==> src/design/twb_map.vh <==
// Summary of operation
// Dir low: clock repeats master to slave.
// Dir high: clock repeats slave to master.
// One-way clock; masters avoid needing stretching.
// First data side below lock controls.
// Controlling side falling pulls other low.
// Lock holds until controller rises above unlock.
// Bus ports only pull low; pull-ups external.
// Enable high repeats; low isolates segments.
// Deassert enable only while bus idle.
// Enable and direction always actively driven.
// Enable buffers in sequence at start-up.
// Release other side once controller reads high.
// Disabled buffer releases ports, clears lock.
`ifndef TWB_MAP_VH
`define TWB_MAP_VH
// Settle time of 1000 ns, counted in 10 ns clock cycles.
`define TWB_SETTLE_CYC 16'h0064
// Quiet timeout of 50 us, counted in 10 ns clock cycles.
`define TWB_IDLE_CYC 16'h1388
`define TWB_ST_OFF 2'h0
`define TWB_ST_SETTLE 2'h1
`define TWB_ST_ON 2'h2
`define TWB_ST_DRAIN 2'h3
`define TWB_DIR_RESET 1'b0
`define TWB_EN_RESET 1'b0
`define TWB_IDLE_RESET 1'b0
`endif

==> src/design/twb_ctrl.v <==
`timescale 1ns/1ps
`include "twb_map.vh"
module twb_ctrl #(
   parameter [15:0] IDLE_CYC = `TWB_IDLE_CYC
)(
   input wire ref_clk,
   input wire rst_n,
   input wire req_enable,
   input wire req_dir,
   input wire seg_ready,
   input wire scl_level,
   input wire sda_level,
   output reg buf_en,
   output reg buf_dir,
   output reg bus_idle,
   output wire en_active
);
   localparam [1:0] ST_OFF = `TWB_ST_OFF;
   localparam [1:0] ST_SETTLE = `TWB_ST_SETTLE;
   localparam [1:0] ST_ON = `TWB_ST_ON;
   localparam [1:0] ST_DRAIN = `TWB_ST_DRAIN;
   localparam [15:0] SETTLE_CYC = `TWB_SETTLE_CYC;
   // The settle count starts at zero on the first settle cycle.
   localparam [15:0] SETTLE_LAST = SETTLE_CYC - 16'h0001;

   reg [1:0] state;
   reg [1:0] next_state;
   reg [15:0] settle_cnt;
   reg [15:0] next_settle_cnt;
   reg [15:0] idle_cnt;
   reg [15:0] next_idle_cnt;
   reg scl_prev;
   reg sda_prev;
   reg busy;
   reg next_busy;
   reg next_bus_idle;
   reg next_buf_en;
   reg next_buf_dir;
   wire start_seen;
   wire stop_seen;
   wire quiet;
   wire timed_out;
   wire idle_now;
   wire dir_free;

   // True in the states in which the buffer is switched on.
   function state_enabled;
      input [1:0] st;
      begin
         state_enabled = (st == ST_ON) | (st == ST_DRAIN);
      end
   endfunction

   // Data turning away from a level while the clock stays high.
   function data_turn;
      input scl_now;
      input scl_old;
      input sda_old;
      input sda_now;
      input from_level;
      begin
         data_turn = scl_now & scl_old & (sda_old == from_level) & (sda_now != from_level);
      end
   endfunction

   // A start is data falling with clock high; a stop is data rising with clock high.
   assign start_seen = data_turn(scl_level, scl_prev, sda_prev, sda_level, 1'b1);
   assign stop_seen = data_turn(scl_level, scl_prev, sda_prev, sda_level, 1'b0);
   // released lines read high
   assign quiet = scl_level & sda_level;
   // A long quiet spell also counts as idle, in case a stop was missed.
   assign timed_out = quiet & (idle_cnt >= IDLE_CYC);
   assign idle_now = quiet & (~busy | timed_out);
   assign en_active = state_enabled(state);
   // no mid-transfer turn
   // Direction only moves while disabled or idle, so a clock edge is never cut.
   // Only the near segment is watched, so a transfer begun far away is not seen.
   assign dir_free = ~state_enabled(state) | (bus_idle & idle_now);

   // History starts at the idle high level, so that no false start follows reset.
   always @(posedge ref_clk or negedge rst_n)
   begin
      if (!rst_n)
      begin
         scl_prev <= 1'b1;
         sda_prev <= 1'b1;
      end
      else
      begin
         scl_prev <= scl_level;
         sda_prev <= sda_level;
      end
   end

   // The quiet counter saturates, so a long idle spell never wraps back to busy.
   always @*
   begin
      next_idle_cnt = idle_cnt;
      if (!quiet)
         next_idle_cnt = 16'h0000;
      else if (idle_cnt < IDLE_CYC)
         next_idle_cnt = idle_cnt + 16'h0001;
   end

   // Busy marks an open transfer from its start to its stop.
   always @*
   begin
      next_busy = busy;
      // A start wins over any clear in the same cycle.
      if (start_seen)
         next_busy = 1'b1;
      else if (stop_seen || timed_out)
         next_busy = 1'b0;
      next_bus_idle = idle_now & ~start_seen;
   end

   always @(posedge ref_clk or negedge rst_n)
   begin
      if (!rst_n)
      begin
         busy <= 1'b0;
         idle_cnt <= 16'h0000;
         bus_idle <= `TWB_IDLE_RESET;
      end
      else
      begin
         busy <= next_busy;
         idle_cnt <= next_idle_cnt;
         bus_idle <= next_bus_idle;
      end
   end

   // An enable request passes through a settle phase before the pin goes high.
   always @*
   begin
      next_state = state;
      case (state)
         ST_OFF:
         begin
            // staged bring-up
            if (req_enable && seg_ready)
               next_state = ST_SETTLE;
         end
         ST_SETTLE:
         begin
            // Losing either half of the request restarts the settle phase.
            if (!req_enable || !seg_ready)
               next_state = ST_OFF;
            else if (settle_cnt >= SETTLE_LAST)
               next_state = ST_ON;
         end
         ST_ON:
         begin
            // A dropped request drains first, since a cut transfer confuses the bus.
            if (!req_enable)
               next_state = ST_DRAIN;
         end
         ST_DRAIN:
         begin
            // idle before disable
            if (req_enable)
               next_state = ST_ON;
            else if (bus_idle && idle_now)
               next_state = ST_OFF;
         end
         default:
         begin
            // An unused code falls back to off, which releases the buffer.
            next_state = ST_OFF;
         end
      endcase
   end

   // The settle counter runs only in its own state and restarts from zero otherwise.
   always @*
   begin
      if (state == ST_SETTLE)
         next_settle_cnt = settle_cnt + 16'h0001;
      else
         next_settle_cnt = 16'h0000;
   end

   always @*
   begin
      // enable isolates segments
      next_buf_en = state_enabled(next_state);
      next_buf_dir = buf_dir;
      // always driven levels
      if (dir_free)
         next_buf_dir = req_dir;
   end

   // State and settle count share one reset, so a reset mid-settle starts over.
   always @(posedge ref_clk or negedge rst_n)
   begin
      if (!rst_n)
      begin
         state <= ST_OFF;
         settle_cnt <= 16'h0000;
      end
      else
      begin
         state <= next_state;
         settle_cnt <= next_settle_cnt;
      end
   end

   // Both pins are registered, so the buffer never sees a decode glitch.
   always @(posedge ref_clk or negedge rst_n)
   begin
      if (!rst_n)
      begin
         buf_en <= `TWB_EN_RESET;
         buf_dir <= `TWB_DIR_RESET;
      end
      else
      begin
         buf_en <= next_buf_en;
         buf_dir <= next_buf_dir;
      end
   end
endmodule // twb_ctrl

==> config.mk <==
export PLATFORM = sky130hd
export DESIGN_NAME = twb_ctrl
export DESIGN_NICKNAME = d
export VERILOG_FILES = /design/src/design/twb_ctrl.v
export VERILOG_INCLUDE_DIRS = /design/src /design/src/design
export SDC_FILE = /design/constraint.sdc
export NUM_CORES = 1
export LEC_CHECK = 0
export BUFFER_PORTS_ARGS = -buffer_cell sky130_fd_sc_hd__buf_4
export CAP_MARGIN = 15
export CORE_MARGIN = 2
export CORE_UTILIZATION = 46
export DETAILED_ROUTE_END_ITERATION = 8
export GPL_TIMING_DRIVEN = 1
export PLACE_DENSITY_LB_ADDON = 0.15
export SETUP_SLACK_MARGIN = 0.5
export SLEW_MARGIN = 20
export SYNTH_ARGS = -nofsm -noshare
export SYNTH_HDL_FRONTEND = slang
export SYNTH_SLANG_ARGS = --single-unit
==> constraint.sdc <==
create_clock -name ref_clk -period 3.49 [get_ports ref_clk]
set_clock_uncertainty 0.1 [all_clocks]
set_input_delay 0.8725 -clock ref_clk [delete_from_list [all_inputs] [get_ports ref_clk]]
set_output_delay 0.8725 -clock ref_clk [all_outputs]
set_load 0.03 [all_outputs]
Word level (Yosys, flattened, before mapping)
Cells that the tools add are included.

Register bits: 40. Input port bits: 7. Output and inout port bits: 4.

Add/sub/neg operators: 2. Magnitude comparators: 3. Eq/ne operators: 6. Mux-type cells: 12. Bitwise operators: 19. Reduce and logical (&&, ||, !) cells: 8.

Operator list (count): two-way mux 16 bit (3); adder 16 x 1 -> 16 bit, second input constant (2); >= comparator 16 x 13 -> 1 bit, second input constant (1); >= comparator 16 x 7 -> 1 bit, second input constant (1); < comparator 16 x 13 -> 1 bit, second input constant (1); two-way mux 2 bit (6); bitwise AND 1 bit (10); == test 2 bit, second input constant (4); one-hot mux 2 bit (4 select lines) (1); NOT 1 bit (5); bitwise OR 1 bit (4); == test 2 x 1 -> 1 bit, second input constant (1); logical AND 1 bit (2); logical NOT 1 bit (2); logical NOT 2 bit (1); logical OR 1 bit (2); two-way mux 1 bit (2); inequality test 2 x 1 -> 1 bit, second input constant (1); nonzero test 2 bit (1).

Depth between registers and ports, before layout
Gate-level depths: netlist (run 1).

Depth after elaboration: 10. Mapped depth: 6. Gate-level depth less buffers: 6.

Worst setup path before layout (run 1)
Ideal clock, no wire load.

Path type: input to register. From: in scl_level. To: reg buf_dir. Arrival: 1.697 ns. Required time: 3.265 ns. Slack: 1.568 ns. Stages on the path: 5. Cell sequence: and2_1 -> clkbuf_1 -> nand2_1 -> o21ai_1 -> mux2_2.

Longest elaborated chain between the ends: 6.

Ends and longest elaborated chain: from (decl) (RTL line twb_ctrl.v:11) `input wire scl_level,`; bitwise AND 1 bit (*) (RTL line twb_ctrl.v:70) `assign quiet = scl_level & sda_level;`; bitwise AND 1 bit (RTL line twb_ctrl.v:72) `assign timed_out = quiet & (idle_cnt >= IDLE_CYC);`; bitwise OR 1 bit (RTL line twb_ctrl.v:73) `assign idle_now = quiet & (~busy | timed_out);`; bitwise AND 1 bit (*) (RTL line twb_ctrl.v:73); bitwise AND 1 bit (*) (RTL line twb_ctrl.v:78) `assign dir_free = ~state_enabled(state) | (bus_idle & idle_now);`; bitwise OR 1 bit (*) (RTL line twb_ctrl.v:78); to (signal assigned) (RTL line twb_ctrl.v:214) `` buf_dir <= `TWB_DIR_RESET; ``; to (signal assigned) (RTL line twb_ctrl.v:219) `buf_dir <= next_buf_dir;`; to (decl) (RTL line twb_ctrl.v:14) `output reg buf_dir,`.

Mark *: on every way between the ends. The rest lies on a longest branch, timed or not. A chain may end at the register's enable or synchronous reset.

Final worst setup path (run 1)
From: in scl_level. To: reg busy.

Longest elaborated chain between the ends: 5.

Ends and longest elaborated chain: bitwise AND 1 bit (3 in series) (RTL line twb_ctrl.v:62) `data_turn = scl_now & scl_old & (sda_old == from_level) & (sda_now != from_level);`; logical OR 1 bit (RTL line twb_ctrl.v:112) `else if (stop_seen || timed_out)`; nonzero test 2 bit (no source line); to (signal assigned) (RTL line twb_ctrl.v:127) `busy <= next_busy;`; to (decl) (RTL line twb_ctrl.v:34) `reg busy;`.

Parallel ways exist; a longest one is shown, timed or not.

==> impl_metrics.xml, run 1 <==
<?xml version="1.0" encoding="UTF-8"?>
<metrics>
  <group name="run_status">
    <metric name="status" unit="">complete, no violations</metric>
  </group>
  <group name="floorplanning">
    <metric name="std_cell_rows" unit="">24</metric>
    <metric name="fp.coreArea" unit="sq mm">0.00429</metric>
    <metric name="io_pins" unit="">11</metric>
    <metric name="start_util" unit="%">47.3</metric>
    <metric name="die_h" unit="um">70.5</metric>
    <metric name="die-area" unit="sq mm">0.00497</metric>
    <metric name="floorplan.die.width" unit="um">70.5</metric>
  </group>
  <group name="critical_path">
    <metric name="critPathCaptureType" unit="">flip-flop</metric>
    <metric name="critical_path_class" unit="">in -&gt; reg</metric>
    <metric name="critPathRequiredTime" unit="ps">3560</metric>
    <metric name="kind_of_start_point_of_the_critical_path" unit="">input port</metric>
    <metric name="crit_arrival" unit="ps">2120</metric>
    <metric name="critPathMaxFanout" unit="">15</metric>
  </group>
  <group name="clock_tree">
    <metric name="ctsHtreeMaxLevel" unit="">2</metric>
    <metric name="cts_max_path_buffers" unit="">2</metric>
    <metric name="tritoncts_clock_tree" unit="">built</metric>
    <metric name="tritoncts.num_buffers" unit="">5</metric>
    <metric name="cts.reportedPaths.clkPinSlew" unit="ps">70</metric>
    <metric name="tritoncts_num_sinks" unit="">40</metric>
    <metric name="cts_setup_buffers" unit="">0</metric>
    <metric name="cts_repair_resize_count" unit="">0</metric>
    <metric name="clock_latency_on_the_worst_skew_pair" unit="ps">290</metric>
    <metric name="cts_hold_repair.buffers" unit="">0</metric>
    <metric name="clockRootBuffer" unit="">sky130_fd_sc_hd__clkbuf_8</metric>
  </group>
  <group name="global_route">
    <metric name="maximum_number_of_pins_on_one_net_before_global_route_repair" unit="">41</metric>
    <metric name="global_route.usage.total" unit="%">16.6</metric>
    <metric name="grt_pass1_wl" unit="mm">6.51</metric>
    <metric name="initial_antenna_violation_count" unit="">0</metric>
    <metric name="grt_remaining_overflow" unit="">0</metric>
    <metric name="number_of_global_route_vias_before_repair" unit="">1438</metric>
  </group>
  <group name="placement">
    <metric name="dp_worst_setup_slack" unit="ps">1130</metric>
    <metric name="placed_cell_area" unit="sq mm">0.00214</metric>
    <metric name="gp_congestion" unit="">0.818</metric>
    <metric name="post-dp-hpwl" unit="mm">2.64</metric>
    <metric name="buffer_ports.inserted" unit="">10</metric>
    <metric name="dpl.cell_count" unit="">256</metric>
  </group>
  <group name="power_and_ir_drop">
    <metric name="power-per-cell-area" unit="mW/mm^2">376</metric>
    <metric name="vdd.ir_drop.worst" unit="V">0.000168</metric>
    <metric name="reported_leakage_power" unit="uW">0.000962</metric>
  </group>
  <group name="layout">
    <metric name="nFillCells" unit="">403</metric>
    <metric name="final_core_util" unit="%">51.8</metric>
    <metric name="layout-area-overhead-vs-synth" unit="%">9.48</metric>
    <metric name="finish.cell_count_without_fillers" unit="">264</metric>
    <metric name="finish.instance_area" unit="sq mm">0.00223</metric>
    <metric name="num_antenna_cells" unit="">0</metric>
    <metric name="final_stage_net_count" unit="">221</metric>
    <metric name="drive_above_1_share" unit="%">13.2</metric>
  </group>
  <group name="timing">
    <metric name="timing.setup.tns" unit="ps">0</metric>
    <metric name="maxClockFrequency" unit="MHz">487</metric>
    <metric name="hold_viol" unit="">0</metric>
    <metric name="post_route_clock_period_utilization" unit="%">58.8</metric>
    <metric name="timing.slew.headroom" unit="%">59.2</metric>
    <metric name="worst_slack" unit="ps">1440</metric>
    <metric name="time_the_worst_path_needs_with_i_o_delays_and_setup" unit="ps">2050</metric>
    <metric name="tightest_slew" unit="ps">612</metric>
    <metric name="setup_violations" unit="">0</metric>
    <metric name="rsz0062_at_grt" unit="">false</metric>
    <metric name="finalMaxSlewViolations" unit="">0</metric>
  </group>
  <group name="run">
    <metric name="timing.max_cap.violations" unit="">0</metric>
  </group>
  <group name="synth">
    <metric name="synthDistinctLibCells" unit="">49</metric>
    <metric name="ys_warn_count" unit="">0</metric>
    <metric name="synth.avg_cell_area" unit="sq um">10.1</metric>
    <metric name="ys.flop_type" unit="">sky130_fd_sc_hd__dfrtp_1</metric>
    <metric name="syn_area" unit="sq mm">0.00203</metric>
    <metric name="synth_nets" unit="">211</metric>
    <metric name="ys_seq_area_share" unit="%">49.4</metric>
    <metric name="share_of_the_synthesized_area_in_the_top_cell_type" unit="%">46.8</metric>
    <metric name="netlist_top_cells_area" unit="">sky130_fd_sc_hd__dfrtp_1 (47%), sky130_fd_sc_hd__nor2_1 (4.6%), sky130_fd_sc_hd__xnor2_1 (3.0%)</metric>
    <metric name="synth_edf_count" unit="">0</metric>
    <metric name="ys_async_sr_fraction" unit="%">100</metric>
    <metric name="synth.ff_latch_count" unit="">40</metric>
    <metric name="synth.largest_area_cell" unit="">sky130_fd_sc_hd__dfrtp_1</metric>
    <metric name="post_synth_inst_count" unit="">201</metric>
  </group>
  <group name="route">
    <metric name="detail_route_antenna_nets" unit="">0</metric>
    <metric name="drt_wl_total" unit="mm">3.81</metric>
    <metric name="drc_errors" unit="">0</metric>
    <metric name="route.detailed.vias_per_inst" unit="">5.75</metric>
    <metric name="vias" unit="">1519</metric>
    <metric name="wl_per_cell" unit="um">14.4</metric>
    <metric name="first_pass_iters" unit="">4</metric>
    <metric name="initialDrtViolationCount" unit="">69</metric>
  </group>
  <group name="worst_hold_path">
    <metric name="hold_class" unit="">reg -&gt; reg</metric>
  </group>
</metrics>
critical path, cell delays in order:
cell and delay (ps):
sky130_fd_sc_hd__buf_4 110, sky130_fd_sc_hd__nand2_1 300, sky130_fd_sc_hd__or4_1 560, sky130_fd_sc_hd__o21ai_0 200, sky130_fd_sc_hd__a2bb2oi_1 80
area by class of cell:
cell class | instances | area, sq um | share of cell area (%)
Multi-Input combinational cell | 147 | 966 | 43.4
Tap cell | 52 | 65.1 | 2.92
Sequential cell | 40 | 1000 | 45.1
Timing Repair Buffer | 10 | 75.1 | 3.37
Inverter | 7 | 26.3 | 1.18
Clock buffer | 8 | 90.1 | 4.05
metrics by stage:
| stage | hold slack, ps | power, uW |
|---|---|---|
| after CTS | 392 | 846 |
| after detailed placement | 383 | 533 |
| after global routing | 408 | 873 |
| final | 392 | 836 |
| after floorplan | 355 | 509 |
| after global placement | 376 | 530 |
flip-flops by register name, summed over array words and instances, names as in the netlist:
name,count
idle_cnt,16
settle_cnt,16
state,2
buf_dir,1
buf_en,1
bus_idle,1
busy,1
scl_prev,1
sda_prev,1
power breakdown:
| group | leakage [uW] | switching (uW) | total [uW] | internal, uW |
|---|---|---|---|---|
| Clock | 0.0000455 | 151 | 312 | 161 |
| Combinational | 0.000372 | 30.6 | 45.6 | 15.0 |
| Sequential | 0.000544 | 6.17 | 478 | 472 |
metal layers:
layer	GRT usage (%)	wire (um)	vias to the layer above
met5	0	0	-
met4	7.05	55	0
met2	25.4	1670	28
met3	3.17	164	6
li1	-	-	752
met1	23.1	1920	733
Yosys cell counts (2+ instances only):
cell,instances
sky130_fd_sc_hd__dfrtp_1,38
sky130_fd_sc_hd__nor2_1,25
sky130_fd_sc_hd__nand2_1,15
sky130_fd_sc_hd__nand3_1,10
sky130_fd_sc_hd__a21oi_1,8
sky130_fd_sc_hd__inv_1,7
sky130_fd_sc_hd__nand4_1,7
sky130_fd_sc_hd__xnor2_1,7
sky130_fd_sc_hd__xor2_1,7
sky130_fd_sc_hd__and4_1,5
sky130_fd_sc_hd__clkbuf_1,5
sky130_fd_sc_hd__and2_1,4
sky130_fd_sc_hd__nor4_1,4
sky130_fd_sc_hd__or4_1,4
sky130_fd_sc_hd__a31oi_1,3
sky130_fd_sc_hd__a41o_1,3
sky130_fd_sc_hd__and3_1,3
sky130_fd_sc_hd__ha_1,3
sky130_fd_sc_hd__nor3_1,3
sky130_fd_sc_hd__o21ai_0,3
sky130_fd_sc_hd__o31ai_1,3
sky130_fd_sc_hd__or3_1,3
sky130_fd_sc_hd__dfstp_2,2
sky130_fd_sc_hd__mux2i_1,2
sky130_fd_sc_hd__nand2b_1,2
sky130_fd_sc_hd__o21ai_1,2
kinds of logic (layout without fill, tap and decap cells):
group                    count (synthesis)  after routing  synth area share, %
AND/OR/NAND/NOR                         94             94                 26.5
flip-flops                              40             40                 49.4
AO/OA/AOI/OAI                           33             33                 11.6
XOR/XNOR                                14             14                 6.03
buffers and inverters                   14             25                 3.14
adder cells (fa/ha/maj)                  3              3                 1.85
multiplexers                             3              3                 1.54
cells in the final DEF, fill, tap and decap left out, drive strengths merged, types with 4 or more instances in the layout:
master and n:
inv 7, and3 4, and2 4, clkbuf 8, nand4 9, nand2 15, o21ai 6, buf 10
or4 4, nor3 4, nor4 5, and4 6, dfrtp 38, a21oi 8, nand3 10, xnor2 7
xor2 7, nor2 25
path summary, 6_finish.rpt:
path / endpoint / slack [ps] / cells past startpoint / from
max: busy / 1440 / 5 / scl_level
min: settle_cnt[0] / 390 / 1 / settle_cnt[0]
max reg2reg: state[0] / 1630 / 5 / settle_cnt[0]
min reg2reg: settle_cnt[0] / 390 / 1 / settle_cnt[0]
max in group asynchronous: sda_prev / 2480 / 1 / rst_n
min in group asynchronous: idle_cnt[7] / 450 / 1 / rst_n
No activity file was read; power rests on OpenSTA's default activity.
==> run 2, diff against run 1 <==
clock period = 2 ns   (was 3.49 ns; I/O delays follow)
==> run 2 against run 1 <==
Wire length is 22% higher. Hold slack worse by 330 ps. Via count up 12%.
==> impl_metrics.xml, run 2 (synthesis results as in run 1) <==
<?xml version="1.0" encoding="UTF-8"?>
<metrics>
  <group name="clock_tree">
    <metric name="tritoncts.num_buffers" unit="">5</metric>
    <metric name="clockRootBuffer" unit="">sky130_fd_sc_hd__clkbuf_8</metric>
    <metric name="cts_max_path_buffers" unit="">2</metric>
    <metric name="tritoncts_num_sinks" unit="">40</metric>
    <metric name="clock_latency_on_the_worst_skew_pair" unit="ps">290</metric>
    <metric name="tritoncts_clock_tree" unit="">built</metric>
    <metric name="ctsHtreeMaxLevel" unit="">2</metric>
    <metric name="cts.reportedPaths.clkPinSlew" unit="ps">80</metric>
  </group>
  <group name="run_status">
    <metric name="status" unit="">complete, no violations</metric>
  </group>
  <group name="layout">
    <metric name="drive_above_1_share" unit="%">38.9</metric>
    <metric name="layout_top_registers" unit="">idle_cnt (16), settle_cnt (16), state (2)</metric>
    <metric name="mostFrequentLayoutCell" unit="">sky130_fd_sc_hd__buf_4</metric>
    <metric name="layout-area-overhead-vs-synth" unit="%">28.2</metric>
    <metric name="layout.cells.most_common_list" unit="">sky130_fd_sc_hd__buf_4 (33), sky130_fd_sc_hd__dfrtp_1 (26), sky130_fd_sc_hd__nor2_1 (24)</metric>
    <metric name="final_stage_net_count" unit="">248</metric>
    <metric name="final_core_util" unit="%">60.7</metric>
    <metric name="num_antenna_cells" unit="">0</metric>
  </group>
  <group name="critical_path">
    <metric name="slowest_delay" unit="ps">410</metric>
    <metric name="timing.rr.end" unit="">idle_cnt[6]</metric>
    <metric name="timing.critical_path.cells" unit="">nor3_4 -&gt; and4b_2 -&gt; a31oi_2 -&gt; a41o_1</metric>
    <metric name="reg2reg_setup_slack" unit="ps">350</metric>
    <metric name="critPathRequiredTime" unit="ps">2080</metric>
    <metric name="kind_of_start_point_of_the_critical_path" unit="">flip-flop</metric>
    <metric name="r2r.worst_path.cells" unit="">4</metric>
    <metric name="critical_path_cell_count" unit="">4</metric>
    <metric name="worstSetupEndpoint" unit="">idle_cnt[6]</metric>
    <metric name="worst_path_dominant_cell_family" unit="">simple AND/OR/NAND/NOR gates</metric>
    <metric name="critPathMaxFanout" unit="">7</metric>
    <metric name="critical_path_class" unit="">reg -&gt; reg</metric>
    <metric name="critical_path.slowest_cell" unit="">sky130_fd_sc_hd__dfrtp_1</metric>
    <metric name="critical_path.n_buffers_inverters" unit="">0</metric>
    <metric name="critPathCaptureType" unit="">flip-flop</metric>
    <metric name="crit_arrival" unit="ps">1730</metric>
    <metric name="crit_start" unit="">idle_cnt[13]</metric>
    <metric name="timing.rr.start" unit="">idle_cnt[13]</metric>
  </group>
  <group name="global_route">
    <metric name="initial_antenna_violation_count" unit="">0</metric>
    <metric name="number_of_global_route_vias_before_repair" unit="">1634</metric>
    <metric name="grt_remaining_overflow" unit="">0</metric>
    <metric name="global_route.usage.total" unit="%">19.3</metric>
    <metric name="grt_pass1_wl" unit="mm">7.65</metric>
    <metric name="maximum_number_of_pins_on_one_net_before_global_route_repair" unit="">41</metric>
  </group>
  <group name="floorplanning">
    <metric name="floorplan.die.width" unit="um">70.5</metric>
    <metric name="start_util" unit="%">47.3</metric>
    <metric name="io_pins" unit="">11</metric>
    <metric name="std_cell_rows" unit="">24</metric>
    <metric name="fp.coreArea" unit="sq mm">0.00429</metric>
    <metric name="die-area" unit="sq mm">0.00497</metric>
    <metric name="die_h" unit="um">70.5</metric>
  </group>
  <group name="timing">
    <metric name="post_route_clock_period_utilization" unit="%">82.5</metric>
    <metric name="tightest_slew" unit="ps">582</metric>
    <metric name="setup_violations" unit="">0</metric>
    <metric name="maxClockFrequency" unit="MHz">606</metric>
    <metric name="timing.slew.headroom" unit="%">61.2</metric>
    <metric name="hold_viol" unit="">0</metric>
    <metric name="rsz0062_at_grt" unit="">true</metric>
    <metric name="finalMaxSlewViolations" unit="">0</metric>
    <metric name="time_the_worst_path_needs_with_i_o_delays_and_setup" unit="ps">1650</metric>
    <metric name="timing.setup.tns" unit="ps">0</metric>
  </group>
  <group name="placement">
    <metric name="post-dp-hpwl" unit="mm">2.79</metric>
    <metric name="buffer_ports.inserted" unit="">10</metric>
    <metric name="gp_congestion" unit="">0.848</metric>
  </group>
  <group name="run">
    <metric name="timing.max_cap.violations" unit="">0</metric>
  </group>
  <group name="route">
    <metric name="drt_wl_total" unit="mm">4.64</metric>
    <metric name="initialDrtViolationCount" unit="">110</metric>
    <metric name="detail_route_antenna_nets" unit="">0</metric>
    <metric name="drc_errors" unit="">0</metric>
    <metric name="first_pass_iters" unit="">4</metric>
    <metric name="wl_per_cell" unit="um">16.0</metric>
    <metric name="route.detailed.vias_per_inst" unit="">5.87</metric>
    <metric name="vias" unit="">1708</metric>
  </group>
  <group name="worst_hold_path">
    <metric name="hold_class" unit="">in -&gt; async</metric>
  </group>
  <group name="power_and_ir_drop">
    <metric name="power-per-cell-area" unit="mW/mm^2">578</metric>
    <metric name="vdd.ir_drop.worst" unit="V">0.000323</metric>
    <metric name="reported_leakage_power" unit="uW">0.00111</metric>
  </group>
</metrics>
run 2: cell types whose count changed in the layout (fill, tap and decap cells not counted), sizes merged:
| cell | change |
|---|---|
| clkinvlp | +2 |
| clkbuf | -2 |
| buf | +27 |
run 2: worst reg2reg max path: stages, from the launching register on:
cell and delay [ps]:
sky130_fd_sc_hd__dfrtp_1 410, sky130_fd_sc_hd__nor3_4 290, sky130_fd_sc_hd__and4b_2 390, sky130_fd_sc_hd__a31oi_2 120, sky130_fd_sc_hd__a41o_1 230
run 2: final cells by class:
type,count,area [sq um]
Timing Repair Buffer,37,293
Clock buffer,6,82.6
Fill cell,354,1690
Inverter,7,26.3
Multi-Input combinational cell,147,1110
Clock inverter,2,15.0
Sequential cell,40,1020
Tap cell,52,65.1
run 2: metal layers:
| layer | global-route usage, % | part of all wire, % | wire, um |
|---|---|---|---|
| met5 | 0 | 0 | 0 |
| met4 | 6.20 | 1.2 | 58 |
| met3 | 4.62 | 5.2 | 243 |
| met2 | 31.0 | 49 | 2270 |
| met1 | 25.8 | 45 | 2070 |
run 2: timing repair:
action                     4_1_cts  5_1_grt
pin swaps                       15       11
resized for setup               22       23
hold buffers                     0        0
setup endpoints to repair       22       29
cloned                           0        0
buffers inserted                17        9
run 2: worst min-delay path by stage:
stage	startpoint	end	slack, ps
after CTS	rst_n	buf_dir	90
final	rst_n	buf_dir	70
after global placement	settle_cnt[0]	settle_cnt[0]	370
after global routing	rst_n	buf_dir	110
after floorplan	rst_n	buf_dir	100
after detailed placement	settle_cnt[0]	settle_cnt[0]	390
run 2: metrics by stage:
stage          power, uW  instances  area, sq um  setup WS [ps]  hold slack, ps
6_report            1510        291         2610            351            66.6
5_1_grt             1560        291         2610            279             106
4_1_cts             1510        282         2450            349            85.2
3_5_place_dp         932        257         2150            210             395
3_3_place_gp         929        257         2150            294             367
2_1_floorplan        890        201         2050            463             104
run 2: where the power goes:
part	leakage [uW]	switching, uW	internal (uW)
sequential	0.000524	10.0	823
combinational	0.000546	63.6	42.4
clock	0.0000434	289	279
==> run 3, diff against run 2 <==
ABC_AREA = 1   (was default)
clock period = 1.67 ns   (was 2 ns; I/O delays follow)
==> run 3 against run 2 <==
Non-clock buffer count rose by 9. Sequential share of layout area down 4.9 points. Critical path depth increased by 5. The flow now finishes with violations (hold timing). First-iteration DRC count fell by 1.8%. Combinational power increased by 22%. Synthesized area increased by 1.9%. Final cell count grew 22%. Flip-flop and latch count stayed put.
==> impl_metrics.xml, run 3 <==
<?xml version="1.0" encoding="UTF-8"?>
<metrics>
  <group name="global_route">
    <metric name="top_usage_layer" unit="">met2</metric>
    <metric name="initial_antenna_violation_count" unit="">0</metric>
    <metric name="number_of_global_route_vias_before_repair" unit="">1866</metric>
    <metric name="met2_usage_in_global_routing" unit="%">32.6</metric>
    <metric name="global_route.usage.total" unit="%">20.8</metric>
    <metric name="grt_pass1_wl" unit="mm">8.23</metric>
    <metric name="grt_util_met3" unit="%">5.13</metric>
    <metric name="grt_util_met1" unit="%">27.4</metric>
    <metric name="grt_remaining_overflow" unit="">0</metric>
    <metric name="maximum_number_of_pins_on_one_net_before_global_route_repair" unit="">41</metric>
  </group>
  <group name="floorplanning">
    <metric name="fp.coreArea" unit="sq mm">0.00435</metric>
    <metric name="std_cell_rows" unit="">24</metric>
    <metric name="die_h" unit="um">71.1</metric>
    <metric name="io_pins" unit="">11</metric>
    <metric name="die-area" unit="sq mm">0.00506</metric>
    <metric name="start_util" unit="%">47.6</metric>
    <metric name="floorplan.die.width" unit="um">71.1</metric>
  </group>
  <group name="timing">
    <metric name="hold_viol" unit="">26</metric>
    <metric name="timing.slew.headroom" unit="%">66.0</metric>
    <metric name="timing.setup.tns" unit="ps">0</metric>
    <metric name="time_the_worst_path_needs_with_i_o_delays_and_setup" unit="ps">1570</metric>
    <metric name="maxClockFrequency" unit="MHz">638</metric>
    <metric name="finalMaxSlewViolations" unit="">0</metric>
    <metric name="hold-worst-slack" unit="ps">-13.2</metric>
    <metric name="rsz0062_at_grt" unit="">true</metric>
    <metric name="tightest_slew" unit="ps">510</metric>
    <metric name="post_route_clock_period_utilization" unit="%">93.9</metric>
    <metric name="setup_violations" unit="">0</metric>
  </group>
  <group name="layout">
    <metric name="layout-area-overhead-vs-synth" unit="%">42.1</metric>
    <metric name="layout.cells.most_common_list" unit="">sky130_fd_sc_hd__nand2_1 (39), sky130_fd_sc_hd__dfrtp_1 (35), sky130_fd_sc_hd__inv_1 (29), sky130_fd_sc_hd__buf_4 (29), sky130_fd_sc_hd__nor2_1 (26)</metric>
    <metric name="drive_above_1_share" unit="%">41.4</metric>
    <metric name="layout_top_registers" unit="">idle_cnt (16), settle_cnt (16), state (2)</metric>
    <metric name="mostFrequentLayoutCell" unit="">sky130_fd_sc_hd__nand2_1</metric>
    <metric name="num_antenna_cells" unit="">0</metric>
    <metric name="final_stage_net_count" unit="">311</metric>
    <metric name="finish.cell_count_without_fillers" unit="">354</metric>
  </group>
  <group name="clock_tree">
    <metric name="clockRootBuffer" unit="">sky130_fd_sc_hd__clkbuf_8</metric>
    <metric name="clock_latency_on_the_worst_skew_pair" unit="ps">300</metric>
    <metric name="tritoncts.num_buffers" unit="">5</metric>
    <metric name="cts_max_path_buffers" unit="">2</metric>
    <metric name="tritoncts_num_sinks" unit="">40</metric>
    <metric name="ctsHtreeMaxLevel" unit="">2</metric>
    <metric name="cts_hold_repair.buffers" unit="">0</metric>
    <metric name="tritoncts_clock_tree" unit="">built</metric>
    <metric name="cts.reportedPaths.clkPinSlew" unit="ps">80</metric>
  </group>
  <group name="synth">
    <metric name="ys_async_sr_fraction" unit="%">100</metric>
    <metric name="post_synth_inst_count" unit="">252</metric>
    <metric name="ys_warn_count" unit="">0</metric>
    <metric name="syn_area" unit="sq mm">0.00207</metric>
    <metric name="synth.ff_latch_count" unit="">40</metric>
    <metric name="synth_top_cells_by_count" unit="">sky130_fd_sc_hd__nand2_1 (50), sky130_fd_sc_hd__dfrtp_1 (38), sky130_fd_sc_hd__nor2_1 (35), sky130_fd_sc_hd__inv_1 (32), sky130_fd_sc_hd__nand3_1 (21)</metric>
    <metric name="synth_edf_count" unit="">0</metric>
    <metric name="synth_most_common_cell" unit="">sky130_fd_sc_hd__nand2_1</metric>
    <metric name="ys_seq_area_share" unit="%">48.4</metric>
    <metric name="synthDistinctLibCells" unit="">32</metric>
    <metric name="share_of_the_synthesized_area_in_the_top_cell_type" unit="%">45.9</metric>
    <metric name="synth.largest_area_cell" unit="">sky130_fd_sc_hd__dfrtp_1</metric>
    <metric name="synth.avg_cell_area" unit="sq um">8.22</metric>
    <metric name="ys.flop_type" unit="">sky130_fd_sc_hd__dfrtp_1</metric>
    <metric name="synth_nets" unit="">262</metric>
    <metric name="netlist_top_cells_area" unit="">sky130_fd_sc_hd__dfrtp_1 (46%), sky130_fd_sc_hd__nand2_1 (9.1%), sky130_fd_sc_hd__nor2_1 (6.3%)</metric>
  </group>
  <group name="critical_path">
    <metric name="timing.critical_path.cells" unit="">nor2_1 -&gt; nand2_1 -&gt; nand2_1 -&gt; nor2_2 -&gt; nor2_4 -&gt; inv_6 -&gt; nor2_2 -&gt; xor2_1 -&gt; nor2_1</metric>
    <metric name="critical_path.slowest_cell" unit="">sky130_fd_sc_hd__dfrtp_1</metric>
    <metric name="critical_path_class" unit="">reg -&gt; reg</metric>
    <metric name="kind_of_start_point_of_the_critical_path" unit="">flip-flop</metric>
    <metric name="crit_arrival" unit="ps">1660</metric>
    <metric name="r2r.worst_path.cells" unit="">9</metric>
    <metric name="slowest_delay" unit="ps">430</metric>
    <metric name="critPathMaxFanout" unit="">11</metric>
    <metric name="critPathCaptureType" unit="">flip-flop</metric>
    <metric name="critPathRequiredTime" unit="ps">1760</metric>
  </group>
  <group name="worst_hold_path">
    <metric name="hold_class" unit="">in -&gt; async</metric>
  </group>
  <group name="route">
    <metric name="detail_route_antenna_nets" unit="">0</metric>
    <metric name="initialDrtViolationCount" unit="">108</metric>
    <metric name="route.detailed.vias_per_inst" unit="">5.31</metric>
    <metric name="first_pass_iters" unit="">4</metric>
    <metric name="drc_errors" unit="">0</metric>
    <metric name="drt_wl_total" unit="mm">5.12</metric>
    <metric name="wl_per_cell" unit="um">14.5</metric>
    <metric name="vias" unit="">1881</metric>
  </group>
  <group name="placement">
    <metric name="buffer_ports.inserted" unit="">10</metric>
    <metric name="dpl.cell_count" unit="">315</metric>
    <metric name="post-dp-hpwl" unit="mm">2.89</metric>
    <metric name="gp_congestion" unit="">0.775</metric>
  </group>
  <group name="run_status">
    <metric name="status" unit="">finished with violations</metric>
    <metric name="failed_checks" unit="">hold timing</metric>
  </group>
  <group name="run">
    <metric name="timing.max_cap.violations" unit="">0</metric>
  </group>
  <group name="power_and_ir_drop">
    <metric name="post-layout-total-power" unit="uW">2010</metric>
    <metric name="vdd.ir_drop.worst" unit="V">0.000478</metric>
    <metric name="power-per-cell-area" unit="mW/mm^2">683</metric>
    <metric name="reported_leakage_power" unit="uW">0.00130</metric>
  </group>
</metrics>
==> run 3: routing by layer <==
| metal | vias to the layer above | wire, um |
|---|---|---|
| li1 | 916 | - |
| met1 | 916 | 2280 |
| met2 | 39 | 2530 |
| met3 | 10 | 221 |
| met4 | 0 | 97 |
| met5 | - | 0 |
==> run 3: cells by family after synthesis <==
family / Yosys count / synth area share, %
XOR/XNOR: 9 / 3.80
AO/OA/AOI/OAI: 31 / 9.90
flip-flops: 40 / 48.4
buffers and inverters: 39 / 7.55
AND/OR/NAND/NOR: 130 / 28.5
adder cells (fa/ha/maj): 3 / 1.81
==> run 3: power by group <==
part / leakage, uW / internal (uW) / switching (uW)
clock: 0.0000645 / 528 / 352
sequential: 0.000539 / 986 / 16.8
combinational: 0.000700 / 52.5 / 76.2
total: 0.00130 / 1570 / 445
==> run 3: final timing paths <==
kind	end	slack [ps]	startpoint
min	buf_en	-10	rst_n
min reg2reg	idle_cnt[15]	400	idle_cnt[15]
max	idle_cnt[8]	100	idle_cnt[4]
min in group ref_clk	sda_prev	130	sda_level
max in group asynchronous	settle_cnt[5]	1100	rst_n
max reg2reg	idle_cnt[8]	100	idle_cnt[4]
==> run 3: area by class of cell <==
cell class | count | area [sq um]
clock buffer | 7 | 96.3
tap | 52 | 65.1
timing repair buffer | 46 | 418
multi-input combinational | 174 | 1180
fill | 331 | 1410
clock inverter | 1 | 30.0
inverter | 34 | 153
sequential | 40 | 1010
==> run 3: critical path, delay by kind of cell, from the launching register on <==
family / cells / cell delay, ps
xor gates and xnor gates: 1 / 160
buffers and inverters: 1 / 110
and+or+nand+nor: 7 / 680
DFF: 1 / 430
==> run 3: per-stage QoR <==
step | area [sq um] | setup WS (ps) | utilization [%]
after floorplan | 2150 | 187 | -
after global placement | 2310 | 98.1 | 53.0
after detailed placement | 2310 | 52.4 | 53.0
after CTS | 2760 | 135 | 63.4
after global routing | 2950 | 0.540 | 67.6
final | 2950 | 102 | 67.6
==> run 3: what timing repair did <==
action | in CTS | in global routing
cloned | 1 | 0
buffers inserted | 22 | 8
endpoints found under the hold margin | 0 | 0
resized for setup | 44 | 35
setup endpoints to repair | 37 | 38
pin swaps | 12 | 10
